### config.mk
export PLATFORM = sky130hd
export DESIGN_NAME = iss_top
export DESIGN_NICKNAME = d
export VERILOG_FILES = /design/src/shared/iss_pkg.sv /design/src/verilog/iss_top.sv /design/src/verilog/iss_limit_cmp.sv
export SDC_FILE = /design/constraint.sdc
export NUM_CORES = 1
export LEC_CHECK = 0
export BUFFER_PORTS_ARGS = -buffer_cell sky130_fd_sc_hd__buf_4
export CAP_MARGIN = 25
export CELL_PAD_IN_SITES_DETAIL_PLACEMENT = 0
export CELL_PAD_IN_SITES_GLOBAL_PLACEMENT = 2
export CORE_ASPECT_RATIO = 0.5
export CORE_MARGIN = 2
export CORE_UTILIZATION = 21
export DETAILED_ROUTE_END_ITERATION = 6
export GPL_TIMING_DRIVEN = 0
export PLACE_DENSITY_LB_ADDON = 0.3
export SYNTH_ARGS = -nofsm -noshare
export SYNTH_HDL_FRONTEND = slang
export SYNTH_SLANG_ARGS = --single-unit
export TNS_END_PERCENT = 5
### constraint.sdc
create_clock -name clk -period 1.6 [get_ports clk]
set_input_delay 0 -clock clk [delete_from_list [all_inputs] [get_ports clk]]
set_output_delay 0 -clock clk [all_outputs]
set_load 0.1 [all_outputs]
### src/shared/iss_pkg.sv
`default_nettype none
package iss_pkg;

  // ---------------------------------------------------------------
  // register bus geometry
  // ---------------------------------------------------------------
  localparam int ISS_ADDR_W = 8;
  localparam int ISS_DATA_W = 16;
  localparam int ISS_SAMPLE_W = 16;

  // ---------------------------------------------------------------
  // register offsets (word addresses on the plain port)
  // ---------------------------------------------------------------
  localparam logic [7:0] ISS_PWM_SOURCE_SELECT_OFF = 8'h18;
  localparam logic [7:0] ISS_CONVERTER_SYNC_SOURCE_SELECT_OFF = 8'h19;
  localparam logic [7:0] ISS_TIMER_A_INPUT_SOURCE_SELECT_OFF = 8'h1A;

  // ---------------------------------------------------------------
  // field positions
  // ---------------------------------------------------------------
  localparam int ISS_PWM_ZERO_LSB = 0;
  localparam int ISS_CONV_ZERO_LSB = 0;
  localparam int ISS_CONV_ONE_LSB = 4;
  localparam int ISS_TIMER_IN1_BIT = 4;
  localparam int ISS_TIMER_IN2_BIT = 8;
  localparam int ISS_TIMER_IN3_BIT = 12;

  // ---------------------------------------------------------------
  // values after reset
  // ---------------------------------------------------------------
  localparam logic [2:0] ISS_SEL3_RESET = 3'h0;
  localparam logic ISS_SEL1_RESET = 1'h0;
  localparam logic [15:0] ISS_RD_DATA_RESET = 16'h0000;

  // ---------------------------------------------------------------
  // pwm pair-zero source codes
  // ---------------------------------------------------------------
  typedef enum logic [2:0] {
    ISS_PSRC_PIN = 3'h0,
    ISS_PSRC_TIMER_ZERO = 3'h1,
    ISS_PSRC_LIMIT = 3'h2,
    ISS_PSRC_CMP_A = 3'h3,
    ISS_PSRC_CMP_B = 3'h4
  } iss_psrc_code_t;

  // ---------------------------------------------------------------
  // converter sync source codes, shared by both converters
  // ---------------------------------------------------------------
  typedef enum logic [2:0] {
    ISS_SYNC_INTERVAL_TIMER = 3'h0,
    ISS_SYNC_PWM_RELOAD = 3'h3,
    ISS_SYNC_TIMER_ZERO = 3'h4,
    ISS_SYNC_TIMER_ONE = 3'h5
  } iss_sync_code_t;

endpackage
`default_nettype wire

### src/verilog/iss_top.sv
// Design decision made here: the strobed register port.
`timescale 1ns/1ps
`default_nettype none

module iss_top
  import iss_pkg::*;
(
  input wire logic clk,
  input wire logic rst_n,
  input wire logic clk_en,
  input wire logic [ISS_ADDR_W-1:0] reg_addr,
  input wire logic [ISS_DATA_W-1:0] reg_wr_data,
  input wire logic reg_wr,
  input wire logic reg_rd,
  output logic [ISS_DATA_W-1:0] reg_rd_data,
  input wire logic pwm_pair_zero_source_pin,
  input wire logic timer_a_ch_zero_out,
  input wire logic timer_a_ch_one_out,
  input wire logic timer_a_ch_one_pin,
  input wire logic timer_a_ch_two_pin,
  input wire logic timer_a_ch_three_pin,
  input wire logic comparator_a_out,
  input wire logic comparator_b_out,
  input wire logic interval_timer_zero_out,
  input wire logic pwm_reload_sync,
  input wire logic [ISS_SAMPLE_W-1:0] converter_slot_zero_result,
  input wire logic [ISS_SAMPLE_W-1:0] sample_zero_high_limit,
  input wire logic [ISS_SAMPLE_W-1:0] sample_zero_low_limit,
  output logic pwm_zero_level,
  output logic pwm_one_level,
  output logic converter_zero_sync,
  output logic converter_one_sync,
  output logic timer_a_in1,
  output logic timer_a_in2,
  output logic timer_a_in3
);

  // ---------------------------------------------------------------
  // shared decode
  // ---------------------------------------------------------------

  // one sync select field to its source; both converters share it
  function automatic logic sync_mux(
    input logic [2:0] sel,
    input logic interval_timer,
    input logic reload_sync,
    input logic timer_zero,
    input logic timer_one
  );
    logic result;
    result = 1'b0;
    case (sel)
      ISS_SYNC_INTERVAL_TIMER: result = interval_timer;
      ISS_SYNC_PWM_RELOAD: result = reload_sync;
      ISS_SYNC_TIMER_ZERO: result = timer_zero;
      ISS_SYNC_TIMER_ONE: result = timer_one;
      default: result = 1'b0;
    endcase
    return result;
  endfunction

  // ---------------------------------------------------------------
  // select registers
  // ---------------------------------------------------------------
  logic [2:0] pwm_pair_zero_source_sel_reg;
  logic [2:0] pwm_pair_zero_source_sel_next;
  logic [2:0] converter_one_sync_sel_reg;
  logic [2:0] converter_one_sync_sel_next;
  logic [2:0] converter_zero_sync_sel_reg;
  logic [2:0] converter_zero_sync_sel_next;
  logic timer_in1_source_sel_reg;
  logic timer_in1_source_sel_next;
  logic timer_in2_source_sel_reg;
  logic timer_in2_source_sel_next;
  logic timer_in3_source_sel_reg;
  logic timer_in3_source_sel_next;

  // write decode; reserved bits are never stored, so they read zero
  // even if software breaks its promise to write them as zero
  always_comb begin
    pwm_pair_zero_source_sel_next = pwm_pair_zero_source_sel_reg;
    converter_one_sync_sel_next = converter_one_sync_sel_reg;
    converter_zero_sync_sel_next = converter_zero_sync_sel_reg;
    timer_in1_source_sel_next = timer_in1_source_sel_reg;
    timer_in2_source_sel_next = timer_in2_source_sel_reg;
    timer_in3_source_sel_next = timer_in3_source_sel_reg;
    if (reg_wr) begin
      if (reg_addr == ISS_PWM_SOURCE_SELECT_OFF) begin
        pwm_pair_zero_source_sel_next =
          reg_wr_data[ISS_PWM_ZERO_LSB +: 3];
      end else if (reg_addr == ISS_CONVERTER_SYNC_SOURCE_SELECT_OFF) begin
        converter_one_sync_sel_next = reg_wr_data[ISS_CONV_ONE_LSB +: 3];
        converter_zero_sync_sel_next = reg_wr_data[ISS_CONV_ZERO_LSB +: 3];
      end else if (reg_addr == ISS_TIMER_A_INPUT_SOURCE_SELECT_OFF) begin
        timer_in1_source_sel_next = reg_wr_data[ISS_TIMER_IN1_BIT];
        timer_in2_source_sel_next = reg_wr_data[ISS_TIMER_IN2_BIT];
        timer_in3_source_sel_next = reg_wr_data[ISS_TIMER_IN3_BIT];
      end
    end
  end

  // all fields come out of reset at code zero: pin or interval timer
  always_ff @(posedge clk) begin
    if (!rst_n) begin
      pwm_pair_zero_source_sel_reg <= ISS_SEL3_RESET;
      converter_one_sync_sel_reg <= ISS_SEL3_RESET;
      converter_zero_sync_sel_reg <= ISS_SEL3_RESET;
      timer_in1_source_sel_reg <= ISS_SEL1_RESET;
      timer_in2_source_sel_reg <= ISS_SEL1_RESET;
      timer_in3_source_sel_reg <= ISS_SEL1_RESET;
    end else if (clk_en) begin
      pwm_pair_zero_source_sel_reg <= pwm_pair_zero_source_sel_next;
      converter_one_sync_sel_reg <= converter_one_sync_sel_next;
      converter_zero_sync_sel_reg <= converter_zero_sync_sel_next;
      timer_in1_source_sel_reg <= timer_in1_source_sel_next;
      timer_in2_source_sel_reg <= timer_in2_source_sel_next;
      timer_in3_source_sel_reg <= timer_in3_source_sel_next;
    end
  end

  // ---------------------------------------------------------------
  // read port
  // ---------------------------------------------------------------
  logic [ISS_DATA_W-1:0] rd_data_reg;
  logic [ISS_DATA_W-1:0] rd_data_next;

  // data stand for exactly the cycle after the strobe; otherwise zero
  always_comb begin
    rd_data_next = ISS_RD_DATA_RESET;
    if (reg_rd) begin
      if (reg_addr == ISS_PWM_SOURCE_SELECT_OFF) begin
        rd_data_next[ISS_PWM_ZERO_LSB +: 3] = pwm_pair_zero_source_sel_reg;
      end else if (reg_addr == ISS_CONVERTER_SYNC_SOURCE_SELECT_OFF) begin
        rd_data_next[ISS_CONV_ONE_LSB +: 3] = converter_one_sync_sel_reg;
        rd_data_next[ISS_CONV_ZERO_LSB +: 3] = converter_zero_sync_sel_reg;
      end else if (reg_addr == ISS_TIMER_A_INPUT_SOURCE_SELECT_OFF) begin
        rd_data_next[ISS_TIMER_IN1_BIT] = timer_in1_source_sel_reg;
        rd_data_next[ISS_TIMER_IN2_BIT] = timer_in2_source_sel_reg;
        rd_data_next[ISS_TIMER_IN3_BIT] = timer_in3_source_sel_reg;
      end
    end
  end

  always_ff @(posedge clk) begin
    if (!rst_n) begin
      rd_data_reg <= ISS_RD_DATA_RESET;
    end else if (clk_en) begin
      rd_data_reg <= rd_data_next;
    end
  end

  assign reg_rd_data = rd_data_reg;

  // ---------------------------------------------------------------
  // pwm pair-zero source
  // ---------------------------------------------------------------
  logic limit_mode;
  logic limit_zero;
  logic limit_one;
  logic pair_source;
  logic pair_valid;

  assign limit_mode = pwm_pair_zero_source_sel_reg == ISS_PSRC_LIMIT;

  // the window compare keeps its own held state for the in-range case
  iss_limit_cmp u_limit_cmp (
    .clk(clk),
    .rst_n(rst_n),
    .clk_en(clk_en),
    .enable(limit_mode),
    .sample(converter_slot_zero_result),
    .high_limit(sample_zero_high_limit),
    .low_limit(sample_zero_low_limit),
    .pwm_zero_level(limit_zero),
    .pwm_one_level(limit_one)
  );

  // single-wire sources; reserved codes give an idle low pair
  always_comb begin
    pair_source = 1'b0;
    pair_valid = 1'b1;
    case (pwm_pair_zero_source_sel_reg)
      ISS_PSRC_PIN: pair_source = pwm_pair_zero_source_pin;
      ISS_PSRC_TIMER_ZERO: pair_source = timer_a_ch_zero_out;
      ISS_PSRC_CMP_A: pair_source = comparator_a_out;
      ISS_PSRC_CMP_B: pair_source = comparator_b_out;
      ISS_PSRC_LIMIT: pair_source = limit_zero;
      default: pair_valid = 1'b0;
    endcase
  end

  // outputs stay combinational so the pair sees no extra delay,
  // at the cost of not being flop-driven at the block edge
  always_comb begin
    if (!pair_valid) begin
      pwm_zero_level = 1'b0;
      pwm_one_level = 1'b0;
    end else if (limit_mode) begin
      pwm_zero_level = limit_zero;
      pwm_one_level = limit_one;
    end else begin
      pwm_zero_level = pair_source;
      pwm_one_level = ~pair_source;
    end
  end

  // ---------------------------------------------------------------
  // converter sync inputs
  // ---------------------------------------------------------------

  // both converters decode with one function so the codes cannot drift
  always_comb begin
    converter_one_sync = sync_mux(converter_one_sync_sel_reg,
      interval_timer_zero_out, pwm_reload_sync,
      timer_a_ch_zero_out, timer_a_ch_one_out);
    converter_zero_sync = sync_mux(converter_zero_sync_sel_reg,
      interval_timer_zero_out, pwm_reload_sync,
      timer_a_ch_zero_out, timer_a_ch_one_out);
  end

  // ---------------------------------------------------------------
  // timer A inputs
  // ---------------------------------------------------------------

  // reload sync is only seen by the timer when both run at one rate;
  // that clocking is up to software and not checked here
  always_comb begin
    timer_a_in3 = timer_in3_source_sel_reg ? pwm_reload_sync
                                           : timer_a_ch_three_pin;
    timer_a_in2 = timer_in2_source_sel_reg ? comparator_b_out
                                           : timer_a_ch_two_pin;
    timer_a_in1 = timer_in1_source_sel_reg ? comparator_a_out
                                           : timer_a_ch_one_pin;
  end

endmodule

`default_nettype wire

### src/verilog/iss_limit_cmp.sv
`timescale 1ns/1ps
`default_nettype none

// window compare of converter slot zero against its limits
module iss_limit_cmp
  import iss_pkg::*;
(
  input wire logic clk,
  input wire logic rst_n,
  input wire logic clk_en,
  input wire logic enable,
  input wire logic [ISS_SAMPLE_W-1:0] sample,
  input wire logic [ISS_SAMPLE_W-1:0] high_limit,
  input wire logic [ISS_SAMPLE_W-1:0] low_limit,
  output logic pwm_zero_level,
  output logic pwm_one_level
);

  // ---------------------------------------------------------------
  // comparison and held decision
  // ---------------------------------------------------------------
  logic above;
  logic below;
  logic hold_zero_reg;
  logic hold_one_reg;
  logic hold_zero_next;
  logic hold_one_next;

  // inside the window the pair keeps its last forced state
  always_comb begin
    above = sample > high_limit;
    below = sample < low_limit;
    hold_zero_next = hold_zero_reg;
    hold_one_next = hold_one_reg;
    if (enable && above) begin
      hold_zero_next = 1'b0;
      hold_one_next = 1'b1;
    end else if (enable && below) begin
      hold_zero_next = 1'b1;
      hold_one_next = 1'b0;
    end
  end

  always_ff @(posedge clk) begin
    if (!rst_n) begin
      hold_zero_reg <= 1'b0;
      hold_one_reg <= 1'b0;
    end else if (clk_en) begin
      hold_zero_reg <= hold_zero_next;
      hold_one_reg <= hold_one_next;
    end
  end

  // outputs follow the compare at once, no added cycle
  always_comb begin
    pwm_zero_level = hold_zero_next;
    pwm_one_level = hold_one_next;
  end

endmodule

`default_nettype wire

==> results of run 1 <==
power breakdown:
part           switching (mW)  internal (mW)  total (mW)
sequential           0.000276          0.543       0.543
combinational           0.335          0.270       0.605
clock                   0.188          0.330       0.518
total                   0.524           1.14        1.67
path summary, 6_finish.rpt:
check             depth (start not counted)                             to  slack, ps                            start
setup / recovery                          9                  pwm_one_level       -170   converter_slot_zero_result[15]
hold / removal                            3  converter_one_sync_sel_reg[2]          2                   reg_wr_data[6]
setup reg to reg                          6       u_limit_cmp.hold_one_reg         50  pwm_pair_zero_source_sel_reg[2]
hold reg to reg                           2      u_limit_cmp.hold_zero_reg        540        u_limit_cmp.hold_zero_reg
Yosys cell counts (3+ instances only):
cell / instances
nand4_1: 6
mux2i_1: 18
nand2_1: 12
inv_1: 36
nor2b_1: 24
mux2_2: 3
a21oi_1: 19
clkbuf_1: 3
o21ai_0: 7
o21a_1: 3
or3_1: 3
dfxtp_1: 22
and2_1: 3
nor2_1: 5
o22ai_1: 4
nand3_1: 4
ha_1: 31
buf_4: 8
final cells by class:
| class | instances | area (um^2) |
|---|---|---|
| fillers | 1002 | 6110 |
| multi-input cells | 179 | 1510 |
| repair buffers | 102 | 793 |
| flip-flops and latches | 22 | 452 |
| well taps | 121 | 151 |
| inverters | 36 | 135 |
| plain buffers | 13 | 96.3 |
| clock buffers | 3 | 75.1 |
cell families (layout without fill, tap and decap cells):
family / Yosys count / count (layout) / synth area share, %
compound gates: 45 / 45 / 13.7
fa+ha+maj: 31 / 31 / 19.5
buf+inv: 49 / 154 / 11.7
flops: 22 / 22 / 22.2
mux: 21 / 21 / 10.8
other cells: 1 / 8 / 0.189
simple gates: 74 / 74 / 21.9
per-layer routing:
layer | up-vias | global-route usage, %
met4 | 0 | 2.56
met1 | 911 | 15.0
met2 | 54 | 19.8
li1 | 1053 | -
met3 | 2 | 2.23
met5 | - | 0
worst max-delay path, cell delays in order:
cell and delay [ps]:
buf_4 120, ha_1 310, nand4_1 140, or3_4 440, nor4_4 190, nor3_4 90
nor2b_2 130, o211a_4 170, buf_12 170
metrics by stage:
| stage | area [um^2] | total power [mW] |
|---|---|---|
| floorplan | 2050 | 0.898 |
| global placement | 2890 | 1.11 |
| detailed placement | 2890 | 1.12 |
| CTS | 3110 | 1.66 |
| global route | 3210 | 1.76 |
| finish | 3210 | 1.67 |
what timing repair did:
action | CTS | global route
buffers inserted | 6 | 3
pin swaps | 7 | 7
gates resized for setup | 22 | 13
endpoints found under the setup margin | 4 | 4
hold buffers | 1 | 0
endpoints found under the hold margin | 1 | 0
==> metrics, run 1 <==
status complete, but fails checks; failing checks negative setup slack; layout cells sized above 1 41.4%; antenna viol nets, final 0; worst skew pair latency 250 ps; I/O pin cnt 110; met1 wire length 2740 um; Setup WS post-layout -166 ps; Port Buffers 92; startpoint types input pin; Rows 25; area share of the largest cell type after synthesis 22.2%; DR DRC count 0; largest net degree at the start of global routing 12; Top FF cell, synth dfxtp_1; Worst Path Required 1600 ps; Final Slew Violations 0; final WL 5930 um; final core occ 34.4%; Tightest Hold Check Type input pin to flop; Ys Warns 0; crit share post-route 110%; clk sinks 22; setup TNS -320 ps; routed length per placed instance 12.5 um; Max Freq approximately 570 MHz; grt total ovfl 0; non-filler cells, final 476; Post-synth ARST share 0%; Total GRT Usage between 10% and 20%; Final Setup Violations 2; VDD IR max 0.000294 V; Yosys top cell by area dfxtp_1; Starting Density 21.3%; max reg flops 8; GPL Wtd Cong ~0.75; synth top area cells dfxtp_1 22%, ha_1 20%, mux2i_1 9.1%, nor2b_1 7.6%, inv_1 6.8%; crit end category output pin; vias per cell 4.24; CTS tree done; Core Area 9320 um^2; uppermost routed layer met4; EDFF count, synth 0; worst-case clock buffer depth 2; min cycle time layout 1770 ps; Mean Syn Cell Area about 8.2 um^2; max-cap violations 0; Worst Skew 0.998 ps; antenna violations before repair 0; leakage power 1.57 nW; HPWL Detailed 5010 um; post-synthesis sequential area ratio 22.2%; 1st-iter DRT viols slightly below 60; CP Max Fanout 3; H-tree depth 1; Placed Cells 463; synthesized area 1980 um^2; commonest non-fill, non-tap cell in the layout buf_4; Area Overhead vs Synth 61.7%; Root Buffer clkbuf_16; Final Hold Fails 0; vias in the first global route 2034; Cell variety after synth 42; synthesized instance count 243; die width 141 um; clock slew at reported path FFs 60 ps; Power Density 519 nW/um^2; full die area 10300 um^2; Antenna Cells 0; Critical Path AT 1770 ps; Synth Register Bits 22; hold_ws between 2 and 2.5 ps; Layout Nets roughly 480; cts bufs inserted 3; vias 2020; die height 72.7 um; Crit Path Class input pin to output pin; RSZ-0062 raised after global routing yes; metal2 WL 2830 um; met3 routed WL 329 um; first-pass GRT wire length 9460 um; TritonRoute pass-1 iters 4; most frequent cells in the layout 107 x buf_4, 36 x inv_1, 30 x ha_1; Post-Place Worst Slack -537 ps
No activity file was read; power rests on OpenSTA's default activity.
==> inputs of run 2 (changes only) <==
- HOLD_SLACK_MARGIN: default -> 0.1
==> metrics, run 2 (synthesis results as in run 1) <==
full die area 10300 um^2; vias in the first global route 2049; crit share post-route 110%; VDD IR max approximately 0.00029 V; layout cells sized above 1 40.4%; H-tree depth 1; HPWL Detailed 5010 um; Top delay family on crit path simple AND/OR/NAND/NOR gates; die height 72.7 um; final WL 5960 um; Power Density slightly above 500 nW/um^2; Crit Path Class input pin to output pin; Tightest Hold Check Type input pin to flop; Starting Density a little over a fifth; TritonRoute pass-1 iters 4; antenna viol nets, final 0; largest net degree at the start of global routing 12; max reg flops 8; Final Slew Violations 0; Worst Skew about 1.0 ps; Area Overhead vs Synth 66.3%; crit path cell chain buf_4 > ha_1 > nand4_1 > or3_4 > nor4_4 > nor3_4 > nor2b_2 > o211a_4 > buf_12; Worst Path Required roughly 1600 ps; crit end category output pin; Internal Power roughly 1.2 mW; clk sinks 22; Psw between 500 and 600 uW; logic gate share of total power between 30% and 40%; Sw Ratio 31.3%; critical path's slowest cell or3_4; setup TNS -318 ps; first-pass GRT wire length 9500 um; GPL Wtd Cong 0.754; vias per cell 4.23; min cycle time layout 1770 ps; Finished Cell Area 3300 um^2; I/O pin cnt 110; startpoint types input pin; RSZ-0062 raised after global routing yes; antenna violations before repair 0; Seq. cell area 452 um^2; grt total ovfl 0; Flop pwr share between 30% and 40%; Layout Nets approximately 480; die width 141 um; Final Hold Fails 0; Port Buffers 92; Final Setup Violations 2; Clock power frac 30.8%; DR DRC count 0; status complete, but fails checks; Core Area around 9300 um^2; cts bufs inserted 3; Root Buffer clkbuf_16; leakage power 1.60 nW; Antenna Cells 0; commonest non-fill, non-tap cell in the layout buf_4; clock slew at reported path FFs 60 ps; most frequent cells in the layout 107 x buf_4, 36 x inv_1, 30 x ha_1; placed cell areas 2890 um^2; Max Freq 566 MHz; Setup WS post-layout -166 ps; worst-case clock buffer depth 2; worst skew pair latency 250 ps; routed length per placed instance ~12 um; worst path bufs/invs 2; Multi-input gate area 1510 um^2; layout filler cell count 995; Rows 25; 1st-iter DRT viols 66; CTS tree done; Total GRT Usage 11.5%; CP Max Fanout 3; max-cap violations 0; Critical Path AT 1770 ps; CP peak stage delay 440 ps; vias 2051; failing checks negative setup slack
[run 2: cell count changes in the layout (fill, tap and decap cells not counted), sizes merged]
cell	previous run	this run
dlygate4sd3	1	10
[run 2: through the flow]
stage          hold WS (ps)  power [mW]  utilization (%)  instances  worst slack, ps
5_1_grt                 213        1.78             35.4        485             -251
3_3_place_gp            253        1.11             31.0        463             -542
3_5_place_dp            267        1.12             31.0        463             -537
4_1_cts                 191        1.68             34.3        482             -243
6_report                192        1.68             35.4        485             -166
2_1_floorplan           154       0.898                -        250             -224
[run 2: worst paths after layout]
path,slack (ps),startpoint,depth (start not counted),endpoint
setup / recovery,-170,converter_slot_zero_result[15],9,pwm_one_level
hold / removal,190,reg_addr[0],4,reg_rd_data[1]
setup reg to reg,50,pwm_pair_zero_source_sel_reg[2],6,u_limit_cmp.hold_one_reg
hold reg to reg,540,u_limit_cmp.hold_zero_reg,2,u_limit_cmp.hold_zero_reg
[run 2: area by class of cell]
class,count,share of cell area [%]
tap,121,4.59
clock buffer,3,2.28
timing repair buffer,111,26.8
buffer,13,2.92
multi-input combinational,179,45.7
inverter,36,4.10
sequential,22,13.7
[run 2: power groups by stage]
stage | Sequential [mW] | Clock, mW | Combinational (mW)
after floorplan | 0.560 | 0 | 0.337
after detailed placement | 0.560 | 0 | 0.561
final | 0.543 | 0.519 | 0.622
after global routing | 0.543 | 0.556 | 0.679
after global placement | 0.560 | 0 | 0.552
after CTS | 0.543 | 0.539 | 0.599
[run 2: timing repair]
action	in CTS	in global routing
setup buffers	6	3
pin swaps	7	7
hold endpoints to repair	15	0
setup endpoints to repair	4	4
resized for setup	22	13
hold buffers	10	0
[run 2: worst min-delay path, cell delays in order]
cell	delay, ps
clkbuf_8	130
mux2i_1	70
o22ai_1	90
and2_1	130
[run 2: routing by layer]
layer	part of all wire (%)	GRT usage, %
met5	0	0
met4	0.62	2.56
met3	5.6	2.23
met2	48	20.0
met1	46	15.0
